--- src/common/stl_pkg.sv ---
// Package for the self-test and log read unit: constants, codes and states
package stl_pkg;
    // Register bus map (word aligned byte addresses)
    localparam logic [7:0] STL_ADDR_TASKFILE = 8'h00; // features, sector number, count
    localparam logic [7:0] STL_ADDR_TRACK    = 8'h04; // track address pair
    localparam logic [7:0] STL_ADDR_COMMAND  = 8'h08; // write: opcode; starts command
    localparam logic [7:0] STL_ADDR_STATUS   = 8'h0c; // busy, irq, abort, flags
    localparam logic [7:0] STL_ADDR_RESULTS  = 8'h10; // status bytes and span
    localparam logic [7:0] STL_ADDR_CONFIG   = 8'h14; // pending time, scan enable
    localparam logic [7:0] STL_ADDR_MEDIA    = 8'h18; // media scan report from drive
    localparam logic [7:0] STL_ADDR_DATA     = 8'h1c; // log data word read port

    // Command codes
    localparam logic [7:0]  STL_OPC_SMART     = 8'hb0;
    localparam logic [15:0] STL_TRACK_KEY     = 16'hc24f;
    localparam logic [7:0]  STL_FT_EXEC       = 8'hd4;
    localparam logic [7:0]  STL_FT_READ_LOG   = 8'hd5;

    // Execute subcommands
    localparam logic [7:0] STL_SUB_OFFLINE    = 8'h00;
    localparam logic [7:0] STL_SUB_SHORT_OFF  = 8'h01;
    localparam logic [7:0] STL_SUB_EXT_OFF    = 8'h02;
    localparam logic [7:0] STL_SUB_SEL_OFF    = 8'h04;
    localparam logic [7:0] STL_SUB_ABORT      = 8'h0f;
    localparam logic [7:0] STL_SUB_SHORT_CAP  = 8'h81;
    localparam logic [7:0] STL_SUB_EXT_CAP    = 8'h82;
    localparam logic [7:0] STL_SUB_SEL_CAP    = 8'h84;

    // Log addresses
    localparam logic [7:0] STL_LOG_DIR        = 8'h00;
    localparam logic [7:0] STL_LOG_EXT_ERR    = 8'h03;
    localparam logic [7:0] STL_LOG_SELFTEST   = 8'h06;
    localparam logic [7:0] STL_LOG_EXT_SELF   = 8'h07;
    localparam logic [7:0] STL_LOG_SELECTIVE  = 8'h09;
    localparam logic [7:0] STL_LOG_VEND_LO    = 8'h80;
    localparam logic [7:0] STL_LOG_VEND_HI    = 8'h9f;
    localparam logic [7:0] STL_LOG_VERSION    = 8'h01;
    localparam logic [7:0] STL_VEND_SECTORS   = 8'h10;
    localparam int         STL_SECTOR_BYTES   = 512;
    localparam int         STL_SECTOR_WORDS   = STL_SECTOR_BYTES / 4;

    // Status byte values
    localparam logic [7:0] STL_ST_OK          = 8'h00;
    localparam logic [7:0] STL_ST_ABORTED     = 8'h10;
    localparam logic [7:0] STL_ST_FAILED      = 8'h70;
    localparam logic [7:0] STL_ST_RUNNING     = 8'hf0;
    localparam logic [7:0] STL_OL_DONE        = 8'h02;
    localparam logic [7:0] STL_OL_SCANNING    = 8'h03;
    localparam logic [3:0] STL_SPAN_OFFLINE   = 4'h6;
    localparam logic [3:0] STL_SPAN_COUNT     = 4'h5;

    // Reset values of software settings
    localparam logic [15:0] STL_PEND_TIME_RST = 16'h0000;
    localparam int          STL_MS_NS         = 1000000;
    localparam int          STL_CLK_NS        = 10;
    localparam int          STL_MS_CYCLES     = STL_MS_NS / STL_CLK_NS;

    typedef enum logic [2:0] {
        STL_IDLE, STL_CAPTIVE, STL_SPANS, STL_PENDING, STL_OFFSCAN, STL_COLLECT, STL_SHORTEXT
    } stl_test_t;
endpackage

--- src/verilog/stl_unit.sv ---
// Self-test sequencer and read-log command unit with an APB register port
//
// The implementer's own choices: the APB slave port and the register addresses.
`timescale 1ns/100ps
module stl_unit
    import stl_pkg::*;
#(
    parameter int MS_CYCLES = STL_MS_CYCLES
) (
    input  wire logic        CLOCK_IN,
    input  wire logic        RST_IN,
    input  wire logic        PSEL_IN,
    input  wire logic        PENABLE_IN,
    input  wire logic        PWRITE_IN,
    input  wire logic [7:0]  PADDR_IN,
    input  wire logic [31:0] PWDATA_IN,
    output logic      [31:0] PRDATA_OUT,
    output logic             PREADY_OUT,
    output logic             PSLVERR_OUT,
    input  wire logic        SOFT_RESET_IN,
    input  wire logic        NV_PENDING_IN,
    input  wire logic        NV_ACTIVE_IN,
    output logic             NV_PENDING_OUT,
    output logic             NV_ACTIVE_OUT,
    output logic             BUSY_OUT,
    output logic             INTRQ_OUT
);
    logic        soft_s1_q, soft_s2_q, soft_s3_q, nvp_s1_q, nvp_s2_q, nva_s1_q, nva_s2_q;
    logic [2:0]  boot_q;
    logic [7:0]  features_reg_q, sector_number_reg_q, count_reg_q;
    logic [15:0] track_address_pair_q;
    logic [15:0] pend_time_q;
    logic        scan_en_q;
    logic [7:0]  st_status_q, ol_status_q;
    logic [3:0]  span_q;
    logic        pending_q, active_q;
    logic        busy_q, intrq_q, abort_q, captive_q;
    logic        media_done_q, media_err_q;
    logic [7:0]  log_addr_q;
    logic [6:0]  word_idx_q;
    logic [31:0] ms_cnt_q;
    logic [15:0] delay_q;
    stl_test_t   state_q;

    wire wr_en = PSEL_IN & PENABLE_IN & PWRITE_IN;
    wire rd_en = PSEL_IN & PENABLE_IN & ~PWRITE_IN;
    wire soft_rise = soft_s2_q & ~soft_s3_q;
    // Power-up check waits until the stored flags have crossed the synchroniser
    wire boot_now = boot_q[2];
    wire cmd_wr = wr_en && PADDR_IN == STL_ADDR_COMMAND;
    wire smart_ok = PWDATA_IN[7:0] == STL_OPC_SMART && track_address_pair_q == STL_TRACK_KEY;
    wire do_exec = cmd_wr && smart_ok && features_reg_q == STL_FT_EXEC;
    wire do_read = cmd_wr && smart_ok && features_reg_q == STL_FT_READ_LOG;
    wire bad_log = sector_number_reg_q == STL_LOG_EXT_ERR || sector_number_reg_q == STL_LOG_EXT_SELF;
    wire is_sel = sector_number_reg_q == STL_SUB_SEL_OFF || sector_number_reg_q == STL_SUB_SEL_CAP;
    wire is_capt = sector_number_reg_q[7];
    wire is_test = is_sel || sector_number_reg_q == STL_SUB_SHORT_OFF || sector_number_reg_q == STL_SUB_EXT_OFF
                || sector_number_reg_q == STL_SUB_SHORT_CAP || sector_number_reg_q == STL_SUB_EXT_CAP;
    wire data_rd = rd_en && PADDR_IN == STL_ADDR_DATA;

    // Sector count held by each log, used by the directory
    function automatic logic [7:0] log_sectors(input logic [7:0] addr);
        if (addr >= STL_LOG_VEND_LO && addr <= STL_LOG_VEND_HI)
            log_sectors = STL_VEND_SECTORS;
        else if (addr == STL_LOG_SELFTEST || addr == STL_LOG_SELECTIVE || addr == STL_LOG_DIR)
            log_sectors = 8'h01;
        else
            log_sectors = 8'h00;
    endfunction

    // Directory word: bytes 4i..4i+3; even bytes hold counts of logs 2i and 2i+1, except byte 0, which holds the log version
    function automatic logic [31:0] dir_word(input logic [6:0] idx);
        logic [7:0] lo;
        logic [7:0] hi;
        lo = (idx == 7'h00) ? STL_LOG_VERSION : log_sectors({idx, 1'b0});
        hi = log_sectors({idx, 1'b1});
        dir_word = {8'h00, hi, 8'h00, lo};
    endfunction

    // Pin inputs pass two flops before use
    always_ff @(posedge CLOCK_IN or posedge RST_IN) begin
        if (RST_IN) begin
            {soft_s1_q, soft_s2_q, soft_s3_q} <= 3'h0;
            {nvp_s1_q, nvp_s2_q, nva_s1_q, nva_s2_q} <= 4'h0;
        end else begin
            soft_s1_q <= SOFT_RESET_IN;
            soft_s2_q <= soft_s1_q;
            soft_s3_q <= soft_s2_q;
            nvp_s1_q  <= NV_PENDING_IN;
            nvp_s2_q  <= nvp_s1_q;
            nva_s1_q  <= NV_ACTIVE_IN;
            nva_s2_q  <= nva_s1_q;
        end
    end

    // Task file and software settings
    always_ff @(posedge CLOCK_IN or posedge RST_IN) begin
        if (RST_IN) begin
            features_reg_q       <= 8'h00;
            sector_number_reg_q  <= 8'h00;
            track_address_pair_q <= 16'h0000;
            pend_time_q          <= STL_PEND_TIME_RST;
            scan_en_q            <= 1'b0;
            media_done_q         <= 1'b0;
            media_err_q          <= 1'b0;
        end else begin
            media_done_q <= 1'b0;
            media_err_q  <= 1'b0;
            if (wr_en && PADDR_IN == STL_ADDR_TASKFILE) begin
                features_reg_q      <= PWDATA_IN[7:0];
                sector_number_reg_q <= PWDATA_IN[15:8];
            end
            if (wr_en && PADDR_IN == STL_ADDR_TRACK)
                track_address_pair_q <= PWDATA_IN[15:0];
            // Settings are frozen while the selective spans run (STL_SPANS), not during the off-line scan, so the log stays consistent
            if (wr_en && PADDR_IN == STL_ADDR_CONFIG && state_q != STL_SPANS) begin
                pend_time_q <= PWDATA_IN[15:0];
                scan_en_q   <= PWDATA_IN[16];
            end
            if (wr_en && PADDR_IN == STL_ADDR_MEDIA) begin
                media_done_q <= PWDATA_IN[0];
                media_err_q  <= PWDATA_IN[1];
            end
        end
    end

    // Count register: host value, zero after a good read-log
    always_ff @(posedge CLOCK_IN or posedge RST_IN) begin
        if (RST_IN)
            count_reg_q <= 8'h00;
        else if (do_read && !bad_log)
            count_reg_q <= 8'h00;
        else if (wr_en && PADDR_IN == STL_ADDR_TASKFILE)
            count_reg_q <= PWDATA_IN[23:16];
    end

    // Millisecond tick for the resume delay
    always_ff @(posedge CLOCK_IN or posedge RST_IN) begin
        if (RST_IN)
            ms_cnt_q <= 32'h0;
        else if (state_q != STL_PENDING || ms_cnt_q == 32'(MS_CYCLES - 1))
            ms_cnt_q <= 32'h0;
        else
            ms_cnt_q <= ms_cnt_q + 32'h1;
    end

    // Test sequencer
    always_ff @(posedge CLOCK_IN or posedge RST_IN) begin
        if (RST_IN) begin
            state_q     <= STL_IDLE;
            boot_q      <= 3'h1;
            st_status_q <= STL_ST_OK;
            ol_status_q <= STL_ST_OK;
            span_q      <= 4'h0;
            pending_q   <= 1'b0;
            active_q    <= 1'b0;
            captive_q   <= 1'b0;
            delay_q     <= 16'h0;
        end else begin
            boot_q <= {boot_q[1:0], 1'b0};
            if (boot_now && nvp_s2_q) begin
                // Power returned during an off-line scan: wait, then resume
                state_q     <= STL_PENDING;
                pending_q   <= 1'b1;
                active_q    <= 1'b0;
                span_q      <= STL_SPAN_OFFLINE;
                ol_status_q <= STL_OL_SCANNING;
                delay_q   <= pend_time_q;
            end else if (soft_rise && state_q == STL_SPANS && !pending_q) begin
                state_q     <= STL_IDLE;
                st_status_q <= STL_ST_ABORTED;
                captive_q   <= 1'b0;
            end else if (do_exec && sector_number_reg_q == STL_SUB_ABORT) begin
                state_q     <= STL_IDLE;
                st_status_q <= STL_ST_ABORTED;
                pending_q   <= 1'b0;
                active_q    <= 1'b0;
            end else if (do_exec && is_test) begin
                // Any running test is dropped for the new request
                state_q     <= is_sel ? STL_SPANS : STL_SHORTEXT;
                st_status_q <= STL_ST_RUNNING;
                captive_q   <= is_capt;
                span_q      <= 4'h1;
                pending_q   <= 1'b0;
                active_q    <= 1'b0;
            end else if (do_exec && sector_number_reg_q == STL_SUB_OFFLINE) begin
                state_q     <= STL_COLLECT;
                ol_status_q <= STL_ST_RUNNING;
            end else begin
                case (state_q)
                    STL_SHORTEXT: if (media_done_q || media_err_q) begin
                        state_q     <= STL_IDLE;
                        st_status_q <= media_err_q ? STL_ST_FAILED : STL_ST_OK;
                        captive_q   <= 1'b0;
                    end
                    STL_COLLECT: if (media_done_q) begin
                        state_q     <= STL_IDLE;
                        ol_status_q <= STL_OL_DONE;
                    end
                    STL_SPANS: if (media_err_q) begin
                        state_q     <= STL_IDLE;
                        st_status_q <= STL_ST_FAILED;
                        captive_q   <= 1'b0;
                    end else if (media_done_q) begin
                        if (span_q != STL_SPAN_COUNT)
                            span_q <= span_q + 4'h1;
                        else if (scan_en_q) begin
                            state_q     <= STL_OFFSCAN;
                            pending_q   <= 1'b1;
                            active_q    <= 1'b1;
                            span_q      <= STL_SPAN_OFFLINE;
                            st_status_q <= STL_ST_OK;
                            ol_status_q <= STL_OL_SCANNING;
                            captive_q   <= 1'b0;
                        end else begin
                            state_q     <= STL_IDLE;
                            st_status_q <= STL_ST_OK;
                            captive_q   <= 1'b0;
                        end
                    end
                    STL_PENDING: if (delay_q == 16'h0) begin
                        state_q  <= STL_OFFSCAN;
                        active_q <= 1'b1;
                    end else if (ms_cnt_q == 32'(MS_CYCLES - 1))
                        delay_q <= delay_q - 16'h1;
                    // Media errors are only logged by the drive, never reported here
                    STL_OFFSCAN: if (media_done_q) begin
                        state_q     <= STL_IDLE;
                        pending_q   <= 1'b0;
                        active_q    <= 1'b0;
                        ol_status_q <= STL_OL_DONE;
                    end
                    STL_IDLE: ;
                    default: state_q <= STL_IDLE;
                endcase
            end
        end
    end

    // Busy, interrupt and abort: captive tests hold busy until the outcome is stored
    always_ff @(posedge CLOCK_IN or posedge RST_IN) begin
        if (RST_IN) begin
            busy_q  <= 1'b0;
            intrq_q <= 1'b0;
            abort_q <= 1'b0;
        end else if (cmd_wr) begin
            busy_q  <= do_exec && is_test && is_capt;
            intrq_q <= !(do_exec && is_test && is_capt);
            abort_q <= !smart_ok || (do_read && bad_log) || !(do_exec || do_read);
        end else if (busy_q && !captive_q) begin
            busy_q  <= 1'b0;
            intrq_q <= 1'b1;
        end else if (rd_en && PADDR_IN == STL_ADDR_STATUS)
            intrq_q <= 1'b0;
    end

    // Log transfer always starts at the first sector of the named log
    always_ff @(posedge CLOCK_IN or posedge RST_IN) begin
        if (RST_IN) begin
            log_addr_q <= STL_LOG_DIR;
            word_idx_q <= 7'h0;
        end else if (do_read) begin
            log_addr_q <= sector_number_reg_q;
            word_idx_q <= 7'h0;
        end else if (data_rd)
            word_idx_q <= word_idx_q + 7'h1;
    end

    // APB read data; zero-wait answers, unmapped reads return zero with error
    always_ff @(posedge CLOCK_IN or posedge RST_IN) begin
        if (RST_IN) begin
            PRDATA_OUT  <= 32'h0;
            PSLVERR_OUT <= 1'b0;
            PREADY_OUT  <= 1'b0;
        end else begin
            PREADY_OUT  <= PSEL_IN & ~PENABLE_IN;
            PSLVERR_OUT <= PSEL_IN & ~PENABLE_IN & (PADDR_IN > STL_ADDR_DATA || PADDR_IN[1:0] != 2'b00);
            PRDATA_OUT  <= 32'h0;
            if (PSEL_IN && !PENABLE_IN && !PWRITE_IN) begin
                case (PADDR_IN)
                    STL_ADDR_TASKFILE: PRDATA_OUT <= {8'h00, count_reg_q, sector_number_reg_q, features_reg_q};
                    STL_ADDR_TRACK:    PRDATA_OUT <= {16'h0, track_address_pair_q};
                    STL_ADDR_STATUS:   PRDATA_OUT <= {26'h0, active_q, pending_q, abort_q, intrq_q, captive_q, busy_q};
                    STL_ADDR_RESULTS:  PRDATA_OUT <= {8'h00, 4'h0, span_q, ol_status_q, st_status_q};
                    STL_ADDR_CONFIG:   PRDATA_OUT <= {15'h0, scan_en_q, pend_time_q};
                    STL_ADDR_DATA: begin
                        if (log_addr_q == STL_LOG_DIR)
                            PRDATA_OUT <= dir_word(word_idx_q);
                        else if (log_addr_q == STL_LOG_SELECTIVE && word_idx_q == 7'h0)
                            PRDATA_OUT <= {16'h0, 4'h0, span_q, 6'h0, active_q, pending_q};
                    end
                    default: PRDATA_OUT <= 32'h0;
                endcase
            end
        end
    end

    // Outputs straight from flops
    always_ff @(posedge CLOCK_IN or posedge RST_IN) begin
        if (RST_IN) begin
            BUSY_OUT       <= 1'b0;
            INTRQ_OUT      <= 1'b0;
            NV_PENDING_OUT <= 1'b0;
            NV_ACTIVE_OUT  <= 1'b0;
        end else begin
            BUSY_OUT       <= busy_q;
            INTRQ_OUT      <= intrq_q;
            NV_PENDING_OUT <= pending_q;
            NV_ACTIVE_OUT  <= active_q;
        end
    end

    chk_scan_flags: assert property (@(posedge CLOCK_IN) disable iff (RST_IN)
        state_q == STL_OFFSCAN |-> pending_q && active_q && span_q == STL_SPAN_OFFLINE)
        else $error("off-line scan without flags");
    chk_scan_end: assert property (@(posedge CLOCK_IN) disable iff (RST_IN)
        state_q == STL_OFFSCAN && media_done_q |=> !pending_q && !active_q && ol_status_q == STL_OL_DONE)
        else $error("scan end flags wrong");
    chk_pend_hold: assert property (@(posedge CLOCK_IN) disable iff (RST_IN)
        state_q == STL_PENDING |-> pending_q && !active_q)
        else $error("pending state flags wrong");
    chk_span_error: assert property (@(posedge CLOCK_IN) disable iff (RST_IN)
        state_q == STL_SPANS && media_err_q && !do_exec && !soft_rise && !boot_now
        |=> state_q == STL_IDLE && st_status_q == STL_ST_FAILED)
        else $error("span error not reported");
    chk_abort_sub: assert property (@(posedge CLOCK_IN) disable iff (RST_IN)
        do_exec && sector_number_reg_q == STL_SUB_ABORT && !boot_now |=> state_q == STL_IDLE)
        else $error("abort subcommand ignored");
    chk_bad_log: assert property (@(posedge CLOCK_IN) disable iff (RST_IN)
        do_read && bad_log |=> abort_q ##1 abort_q)
        else $error("bad log not aborted");
    chk_count_zero: assert property (@(posedge CLOCK_IN) disable iff (RST_IN)
        do_read && !bad_log |=> count_reg_q == 8'h00)
        else $error("count not zero after read log");
    chk_capt_busy: assert property (@(posedge CLOCK_IN) disable iff (RST_IN)
        busy_q && !captive_q |=> !busy_q && intrq_q)
        else $error("busy left after completion");
endmodule

--- config.mk ---
export PLATFORM = sky130hd
export DESIGN_NAME = stl_unit
export DESIGN_NICKNAME = d
export VERILOG_FILES = /design/src/common/stl_pkg.sv /design/src/verilog/stl_unit.sv
export SDC_FILE = /design/constraint.sdc
export NUM_CORES = 1
export LEC_CHECK = 0
export ABC_CLOCK_PERIOD_IN_PS = 9900
export BUFFER_PORTS_ARGS = -buffer_cell sky130_fd_sc_hd__buf_2
export CAP_MARGIN = 0
export CORE_UTILIZATION = 45
export CTS_CLUSTER_SIZE = 24
export DETAILED_ROUTE_END_ITERATION = 8
export SYNTH_ARGS = -nofsm -noshare
export SYNTH_HDL_FRONTEND = slang
export SYNTH_SLANG_ARGS = --single-unit
--- constraint.sdc ---
create_clock -name CLOCK_IN -period 9.9 [get_ports CLOCK_IN]
set_clock_uncertainty 0.05 [all_clocks]
set_input_delay 0 -clock CLOCK_IN [delete_from_list [all_inputs] [get_ports CLOCK_IN]]
set_output_delay 0 -clock CLOCK_IN [all_outputs]
set_load 0.02 [all_outputs]
; Yosys cells after proc, flatten, opt, wreduce, memory -nomap -nowiden
; Index checks and enable logic that the tools add are counted.
[totals]
register_bits = 197
latchBits = 0
ram_bits = 0
rom_bits = 0
inputBits = 48
out_inout_bits = 38
word_cells = 299
memories = 0
[classes]
n_addsub = 4
multipliers = 0
n_div = 0
magnitude_cmp = 5
n_eq_ne = 66
shifts = 0
mux = 101
bitwise_logic = 10
reduce_logical = 78
[op_table]
columns = operator, count
row1 = 2-to-1 mux 8 bit, 21
row2 = case mux 24 bit (6 select lines), 1
row3 = 2-to-1 mux 16 bit, 8
row4 = 2-to-1 mux 32 bit, 2
row5 = equality test 8 bit (second input constant), 6
row6 = 2-to-1 mux 4 bit, 10
row7 = 2-to-1 mux 3 bit, 13
row8 = 2-to-1 mux 1 bit, 33
row9 = adder 32 x 1 -> 32 bit (second input constant), 1
row10 = equality test 32 x 17 -> 1 bit (second input constant), 1
row11 = equality test 8 x 4 -> 1 bit (second input constant), 4
row12 = equality test 8 x 5 -> 1 bit (second input constant), 4
row13 = case mux 8 bit (2 select lines), 2
row14 = logical AND 1 bit, 27
row15 = equality test 8 x 3 -> 1 bit (second input constant), 3
row16 = zero test 8 bit, 3
row17 = 2-to-1 mux 24 bit, 1
row18 = != test 4 x 3 -> 1 bit (second input constant), 6
row19 = 2-to-1 mux 7 bit, 3
row20 = AND reduction 7 bit, 3
row21 = != test 5 x 3 -> 1 bit (second input constant), 4
row22 = AND reduction 9 bit, 2
row23 = equality test 16 bit (second input constant), 1
row24 = equality test 8 x 2 -> 1 bit (second input constant), 2
row25 = 45 further kinds, 103

; Logic depth before layout (Yosys ltp)
; Gate-level depths: netlist of the first run.
[depth]
depth_word = 11
ltp_mapped = 9
ltp_nobuf = 8

; Least setup slack after synthesis of the first run
; Ideal clock, no wire load.
[synth_timing]
path_type = register to register
from = register delay_q[0]
to = register delay_q[11]
setup_time_ps = 124
arrival_ps = 2268
required_time_ps = 9726
setup_slack_ps = 7458
stages_incl_launch_ff = 9
synth_period_minus_slack_ps = 2442
path_cell_list = dfrtp_1 -> inv_1 -> ha_1 -> nor4b_1 -> and4_1 -> or4_1 -> a211oi_2 -> a21oi_1 -> a211o_1
[synth_via]
elab_chain_cells = 9
elab_cells_between_ends = 12
classes_between = add/sub (1) / eq/ne (1) / mux (8) / reduce/logical (2)
[synth_lines]
columns = item, line
row1 = "start, declared", stl_unit.sv:42  ; logic [15:0] delay_q;
row2 = "start signal, assigned", stl_unit.sv:168  ; delay_q <= pend_time_q;
row3 = "start signal, assigned", stl_unit.sv:225  ; delay_q <= delay_q - 16'h1;
row4 = subtractor 16 x 1 -> 16 bit, stl_unit.sv:225
row5 = 2-to-1 mux 16 bit, stl_unit.sv:224  ; end else if (ms_cnt_q == 32'(MS_CYCLES - 1))
row6 = 2-to-1 mux 16 bit, stl_unit.sv:221  ; STL_PENDING: if (delay_q == 16'h0) begin
row7 = 2-to-1 mux 16 bit, stl_unit.sv:190  ; case (state_q)
row8 = 2-to-1 mux 16 bit, stl_unit.sv:186  ; end else if (do_exec && sector_number_reg_q == STL_SUB_OFFLINE) begin
row9 = 2-to-1 mux 16 bit, stl_unit.sv:178  ; end else if (do_exec && is_test) begin
row10 = 2-to-1 mux 16 bit, stl_unit.sv:173  ; end else if (do_exec && sector_number_reg_q == STL_SUB_ABORT) begin
row11 = 2-to-1 mux 16 bit, stl_unit.sv:169  ; end else if (soft_rise && state_q == STL_SPANS && !pending_q) begin
row12 = 2-to-1 mux 16 bit, stl_unit.sv:161  ; if (boot_now && nvp_s2_q) begin
; Several ways; a longest one is shown, not always the timed one. The select of a mux whose other input is x is not followed.
; A chain may end at the register's enable or synchronous reset.

; Final worst setup path of the first run
[layout_timing]
from = input port PADDR_IN[6]
to = register pend_time_q[8]
[layout_via]
elab_chain_cells = 3
[layout_lines]
columns = item, line
row1 = "start, declared", stl_unit.sv:15  ; input wire logic [7:0] PADDR_IN,
row2 = equality test 8 x 5 -> 1 bit, stl_unit.sv:116  ; if (wr_en && PADDR_IN == STL_ADDR_CONFIG && state_q != STL_SPANS) begin
row3 = logical AND 1 bit (2 in series), stl_unit.sv:116
row4 = "end signal, assigned", stl_unit.sv:117  ; pend_time_q <= PWDATA_IN[15:0];
row5 = "end, declared", stl_unit.sv:32  ; logic [15:0] pend_time_q;
; Every way passes these cells.

==> summary.log, run 1 <==
qor: status.outcome finished clean
qor: sta.timing.final.hold_violations 0
qor: logic_synthesis.ys.warnings.count 0
qor: power_and_ir_drop.powerDensity 159.2 nW/µm²
qor: logic_synthesis.ys_ff_latch 179
qor: routing.drt-vias-per-instance 5.855
qor: global_routing.grt.overflow.total 0
qor: hold_path.hold_path.class in2reg
qor: floorplan.core_area 18,830 µm²
qor: power_and_ir_drop.max-vdd-ir-drop 0.1119 mV
qor: routing.remaining_drc_errors 0
qor: logic_synthesis.yosysSeqAreaShare 51.43%
qor: worst_setup_path.cp_cell_sequence dlygate4sd3_1, buf_2, or4b_1, nor2_2, nand3_1, mux2_2
qor: clocking.clk-insertion-delay-late 0.43 ns
qor: logic_synthesis.number_of_flops_mapped_to_enable_cells_by_yosys 0
qor: worst_setup_path.critPathSlowestCell nand3_1
qor: sta.unrepaired_setup_endpoints_after_global_routing false
qor: cells_and_area.final_cell_mix 178 x dfrtp_1, 73 x nor2_1, 68 x buf_2, 61 x nand2_1, 58 x mux2_2
qor: clocking.clock_sinks 179
qor: clocking.clk_root_buffer_cell clkbuf_16
qor: clocking.max-clock-path-buffers 2
qor: cells_and_area.area_growth 16.88%
qor: worst_setup_path.worst_setup_path_startpoint PADDR_IN[6]
qor: hold_path.hold_start PENABLE_IN
qor: sta.final_max_slew_viol_count 0
qor: clocking.cts.reportedPaths.clkPinSlew 0.07 ns
qor: sta.fmaxAchievable 311.4 MHz
qor: routing.routedWlPerCell 19.12 µm
qor: logic_synthesis.synthesis.area_per_instance 10.65 µm²
qor: global_routing.grt_pass1_wl 36,710 µm
qor: global_routing.first_global_vias 6,849
qor: logic_synthesis.synth-async-reset-ratio 100.0%
qor: cells_and_area.diodes 0
qor: cells_and_area.final_layout_size_suffix_gt1_share 20.33%
qor: flow_run.maxCapViolCount 0
qor: global_routing.grt_antenna_before_repair 0
qor: routing.drtPass1Iterations 5
qor: sta.slew-limit-headroom 17.61%
qor: worst_setup_path.critPathKind in2reg
qor: floorplan.boundaryPins 86
qor: power_and_ir_drop.power_leakage 4.530 nW
qor: cells_and_area.layout.cells.most_common dfrtp_1
qor: floorplan.fp.dieArea 19,920 µm²
qor: worst_setup_path.worst-endpoint-arrival 3.47 ns
qor: floorplan.die_height 141.1 µm
qor: place.dpl-instance-area 9269 µm²
qor: floorplan.floorplan.initialDensity 46.27%
qor: sta.worstMarginPinSlew 1.233 ns
qor: worst_setup_path.cp.buffers_inverters 2
qor: worst_setup_path.start_kind input pin
qor: clocking.tritoncts yes
qor: clocking.cts_buffers 17
qor: logic_synthesis.syn_area 8712 µm²
qor: floorplan.placementRows 50
qor: clocking.post-cts-setup-buffer-count 0
qor: place.detailed_place_hpwl 15,890 µm
qor: global_routing.maximum_number_of_pins_on_one_net_before_global_route_repair 102
qor: sta.layout_min_cycle_time 3.211 ns
qor: routing.postRouteWirelength 22,560 µm
qor: worst_setup_path.crit_required 10.16 ns
qor: place.numPortBuffers 68
qor: logic_synthesis.synthCells 818
qor: routing.detail_route.iter0.violations 568
qor: sta.period_share 32.44%
qor: place.replace_congestion 0.9100
qor: worst_setup_path.critical_path.max_stage_delay 0.90 ns
qor: floorplan.die_width 141.1 µm
qor: clocking.clock_tree.htree_level_count 4
qor: global_routing.grt_usage 23.92%
qor: logic_synthesis.synth_cell_type_count 80
qor: cells_and_area.nNetsFinal 962
qor: worst_setup_path.endpoint_kind flop
qor: clocking.post_cts.resized_instances 0
qor: worst_setup_path.timing.rr.start delay_q[0]
qor: worst_setup_path.crit_family simple AND/OR/NAND/NOR gates
qor: worst_setup_path.cp_max_fo 18
qor: sta.setup_viol_count_final 0
qor: routing.vias 6,909
qor: logic_synthesis.synth_flop_type dfrtp_1
qor: cells_and_area.final_area 10,180 µm²
qor: sta.tns 0 ns
qor: routing.antenna_violating_nets_post_route 0
[repair_timing]
action / CTS / global route
setup endpoints to repair: 0 / 0
endpoints found under the hold margin: 169 / 0
hold buffers: 34 / 0
[stage by stage]
step | std cells | utilization, % | hold WS, ns | worst slack, ns | total power, mW
finish | 1180 | 54.07 | 0.04005 | 6.689 | 1.621
global route | 1180 | 54.07 | 0.04789 | 6.484 | 1.689
CTS | 1180 | 54.07 | 0.01538 | 6.712 | 1.636
detailed placement | 1115 | 49.22 | 0.06050 | 6.759 | 0.9733
global placement | 1115 | 49.22 | 0.06367 | 6.765 | 0.9681
floorplan | 826 | - | -0.01857 | 4.993 | 0.9148
[worst min-delay path, delay by kind of cell]
kind                      cells  cell delay [ns]
and+or+nand+nor               3             0.23
xor gates and xnor gates      1             0.15
buffers and inverters         1             0.12
[cell type report]
class | instances | area (µm²)
inverter | 18 | 72.57
multi-input combinational | 584 | 4005
timing repair buffer | 108 | 725.7
clock inverter | 14 | 147.6
tap | 260 | 325.3
fill | 1638 | 8648
sequential | 179 | 4481
clock buffer | 17 | 425.4
[path summary, 6_finish.rpt]
check	to	slack, ns	cells past startpoint
setup reg to reg	delay_q[14]	6.82	8
setup / recovery	pend_time_q[8]	6.69	6
min in group asynchronous	nvp_s2_q	0.26	3
hold reg to reg	boot_q[2]	0.30	0
hold / removal	word_idx_q[0]	0.04	5
max in group asynchronous	pend_time_q[9]	8.00	4
[kinds of logic (layout without fill, tap and decap cells)]
family	count (synthesis)	after routing	share of synthesized area, %
and+or+nand+nor	319	319	20.57
DFF	179	179	51.43
AOI/OAI and AO/OA	150	150	11.99
buffers and inverters	63	157	3.217
muxes	62	62	8.071
xor gates and xnor gates	38	38	3.820
adders and majority gates	6	6	0.8617
other	1	9	0.04304
[synth_stat cells (all sizes together) (3+ instances only)]
master	instances	area, µm²
a222oi	5	50.05
and2	4	25.02
nor3b	4	30.03
nand2b	5	31.28
or3	9	61.31
or4	9	71.32
nand4	17	112.6
xor2	23	201.4
dfrtp	178	4454
o211ai	6	50.05
o31ai	3	22.52
nor4	23	192.7
o41ai	4	35.03
nand3	34	170.2
o311ai	4	35.04
a31oi	19	118.9
and4	11	98.84
a22oi	23	172.7
o211a	4	40.04
mux2	60	683.2
buf	12	88.83
clkbuf	33	123.9
nor2b	3	18.77
nor4b	9	85.08
nor4bb	3	30.03
o21ai	24	120.1
xnor2	15	131.4
nand2	61	229.0
nand3b	7	52.55
and3	12	75.07
nand4b	3	26.28
o21a	3	22.52
o2111ai	3	26.28
a211o	6	52.55
inv	18	67.56
o22ai	3	18.77
nor3	24	136.4
a21oi	28	143.9
nor2	74	280.3
ha	6	75.07
[routing by layer]
| metal | GRT usage [%] | routed length [µm] |
|---|---|---|
| met2 | 39.68 | 10930 |
| met3 | 4.212 | 1112 |
| met1 | 31.53 | 10040 |
| met4 | 8.352 | 478 |
| met5 | 0 | 0 |
[registers in the layout, indices dropped and copies added, names as in the netlist, 3 cells and up]
register	count
PRDATA_OUT	24
word_idx_q	7
sector_number_reg_q	8
count_reg_q	8
log_addr_q	8
span_q	4
pend_time_q	16
st_status_q	3
boot_q	3
ms_cnt_q	32
state_q	3
track_address_pair_q	16
delay_q	16
ol_status_q	3
features_reg_q	8
[power breakdown]
group          internal (mW)  switching, mW
clock                  0.334          0.316
combinational         0.0660         0.0968
sequential             0.761         0.0473
(Power assumes the default switching activity.)
==> inputs of run 2 (changes only) <==
Settings changed: ABC_CLOCK_PERIOD_IN_PS 9900 to 2600, PLACE_DENSITY set to 0.66.
Clock period 9.9 ns to 2.6 ns, I/O delays scaled along.
==> run 2 against run 1 <==
  * Die area unchanged
  * Via count increased by 4.3%
  * Clock power rose to 4.1 times the previous value
  * Critical endpoint is now delay_q[11]
==> summary.log, run 2 (synthesis results as in run 1) <==
qor: status.outcome finished clean [unchanged]
qor: routing.vias 7,209 [was 6,909]
qor: cells_and_area.diodes 0 [unchanged]
qor: floorplan.die_height 141.1 µm [unchanged]
qor: routing.drt-vias-per-instance 5.749 [was 5.855]
qor: power_and_ir_drop.p_int 4.754 mW [was 1.161 mW]
qor: global_routing.grt_usage 24.88% [was 23.92%]
qor: power_and_ir_drop.power.switching_fraction 26.71% [was 28.37%]
qor: global_routing.grt_pass1_wl 38,030 µm [was 36,710 µm]
qor: floorplan.floorplan.initialDensity 46.27% [unchanged]
qor: power_and_ir_drop.power_share_of_the_clock_group 41.4% [was 40.1%]
qor: floorplan.die_width 141.1 µm [unchanged]
qor: cells_and_area.top_register ms_cnt_q [unchanged]
qor: sta.tns 0 ns [unchanged]
qor: cells_and_area.biggestRegsByFlops ms_cnt_q (32), PRDATA_OUT (24) [unchanged]
qor: hold_path.hold_path.class in2reg [unchanged]
qor: clocking.clk-insertion-delay-late 0.43 ns [about the same]
qor: worst_setup_path.worst-endpoint-arrival 2.78 ns [was 3.47 ns]
qor: flow_run.maxCapViolCount 0 [unchanged]
qor: worst_setup_path.critPathKind reg2reg [was in2reg]
qor: cells_and_area.nNetsFinal 1,035 [was 962]
qor: floorplan.core_area 18,830 µm² [unchanged]
qor: cells_and_area.largest_register_ffs 32 [unchanged]
qor: global_routing.grt_antenna_before_repair 0 [unchanged]
qor: clocking.max-clock-path-buffers 2 [unchanged]
qor: sta.setup_viol_count_final 0 [unchanged]
qor: routing.detail_route.iter0.violations 508 [was 568]
qor: cells_and_area.area_growth 24.44% [was 16.88%]
qor: worst_setup_path.crit_required 2.86 ns [was 10.16 ns]
qor: power_and_ir_drop.powerDensity 598.3 nW/µm² [was 159.2 nW/µm²]
qor: clocking.clk_root_buffer_cell clkbuf_16 [unchanged]
qor: sta.worstMarginPinSlew 0.6800 ns [was 1.233 ns]
qor: global_routing.maximum_number_of_pins_on_one_net_before_global_route_repair 120 [was 102]
qor: routing.routedWlPerCell 18.77 µm [was 19.12 µm]
qor: power_and_ir_drop.pnr_total_power 6.486 mW [was 1.621 mW]
qor: sta.period_share 96.70%
qor: cells_and_area.final_layout_size_suffix_gt1_share 26.96% [was 20.33%]
qor: place.replace_congestion 0.8917 [was 0.9100]
qor: worst_setup_path.start_kind flop [was input pin]
qor: power_and_ir_drop.power.net_switching 1.732 mW [was 0.4599 mW]
qor: global_routing.grt.overflow.total 0 [unchanged]
qor: sta.final_max_slew_viol_count 0 [unchanged]
qor: sta.slew-limit-headroom 54.67% [was 17.61%]
qor: cells_and_area.final_cell_mix 178 x dfrtp_1, 75 x buf_4, 73 x nor2_1, 68 x buf_2, 61 x nand2_1 [was 178 x dfrtp_1, 73 x nor2_1, 68 x buf_2, 61 x nand2_1, 58 x mux2_2]
qor: clocking.cts.reportedPaths.clkPinSlew 0.07 ns [about the same]
qor: floorplan.boundaryPins 86 [unchanged]
qor: clocking.clock_tree.htree_level_count 4 [unchanged]
qor: routing.postRouteWirelength 23,540 µm [was 22,560 µm]
qor: power_and_ir_drop.seqPwrFrac 46.4% [was 49.9%]
qor: place.numPortBuffers 68 [unchanged]
qor: place.detailed_place_hpwl 16,540 µm [was 15,890 µm]
qor: sta.timing.final.hold_violations 0 [unchanged]
qor: worst_setup_path.cp_max_fo 6 [was 18]
qor: floorplan.fp.dieArea 19,920 µm² [unchanged]
qor: routing.antenna_violating_nets_post_route 0 [unchanged]
qor: floorplan.placementRows 50 [unchanged]
qor: global_routing.first_global_vias 7,124 [was 6,849]
qor: sta.layout_min_cycle_time 2.514 ns
qor: power_and_ir_drop.comb_power_share 12.2% [was 10.0%]
qor: power_and_ir_drop.power_leakage 4.920 nW [was 4.530 nW]
qor: cells_and_area.layout.cells.most_common dfrtp_1 [unchanged]
qor: worst_setup_path.endpoint_kind flop [unchanged]
qor: power_and_ir_drop.max-vdd-ir-drop 0.4642 mV [was 0.1119 mV]
qor: clocking.cts_buffers 17 [unchanged]
qor: clocking.tritoncts yes [unchanged]
qor: routing.remaining_drc_errors 0 [unchanged]
qor: clocking.clock_sinks 179 [unchanged]
qor: sta.fmaxAchievable 397.7 MHz
qor: routing.drtPass1Iterations 5 [unchanged]
-- run 2: cell types whose count changed in the layout (fill, tap and decap cells not counted), moves of 4 or more --
cell        delta
buf_4         +69
and4_2         +4
clkinvlp_4     +4
and4_1         -4
-- run 2: stage by stage --
| stage | hold slack (ns) | worst slack (ns) | utilization, % | instances | instance area [µm²] |
|---|---|---|---|---|---|
| final | 0.07121 | 0.08571 | 57.57 | 1254 | 10840 |
| after global routing | 0.1016 | -0.01589 | 57.57 | 1254 | 10840 |
| after CTS | 0.05158 | 0.01891 | 57.24 | 1251 | 10780 |
| after detailed placement | 0.06291 | 0.06926 | 52.21 | 1185 | 9831 |
| after global placement | 0.06155 | 0.1552 | 52.21 | 1185 | 9831 |
| after floorplan | -0.01857 | 0.1576 | - | 826 | 8746 |
-- run 2: path summary, 6_finish.rpt --
kind                             start  depth (start not counted)          end  slack [ns]
max in group asynchronous       RST_IN                          4    INTRQ_OUT        1.70
min in group asynchronous       RST_IN                          4     nvp_s1_q        0.19
min reg2reg                   nvp_s1_q                          0     nvp_s2_q        0.30
max reg2reg                ms_cnt_q[1]                          8  delay_q[11]        0.09
max                        ms_cnt_q[1]                          8  delay_q[11]        0.09
min                         PENABLE_IN                          4      intrq_q        0.07
-- run 2: area by class of cell --
| cell class | count | area, µm² |
|---|---|---|
| timing repair buffer | 181 | 1315 |
| inverter | 18 | 71.32 |
| sequential | 179 | 4481 |
| multi-input combinational | 584 | 4043 |
| clock inverter | 13 | 173.9 |
| fill | 1587 | 7989 |
| tap | 260 | 325.3 |
| clock buffer | 19 | 432.9 |
-- run 2: power by group through the flow --
stage	Combinational (mW)	Sequential [mW]	Clock [mW]
final	0.791	3.01	2.68
after global routing	0.873	3.03	2.81
after CTS	0.777	3.01	2.72
after detailed placement	0.736	3.06	0
after global placement	0.730	3.06	0
after floorplan	0.443	3.04	0
-- run 2: metal layers --
metal,up-vias,wire length [µm],global-route usage [%]
li1,3354,-,-
met1,3542,10240,32.43
met2,270,11430,41.45
met3,43,1297,4.110
met4,0,572,9.668
met5,-,0,0
-- run 2: critical path, stage by stage (launching register included) --
cell	delay, ns
dfrtp_1	0.38
ha_2	0.22
and4_2	0.28
nand4_1	0.13
or4_4	0.58
a211oi_4	0.26
buf_6	0.16
a21oi_1	0.06
a211o_1	0.28
-- run 2: timing repair --
item,in CTS,in global routing
hold buffers,34,0
gates resized for setup,0,13
setup buffers,0,3
endpoints found under the setup margin,0,13
endpoints found under the hold margin,246,0
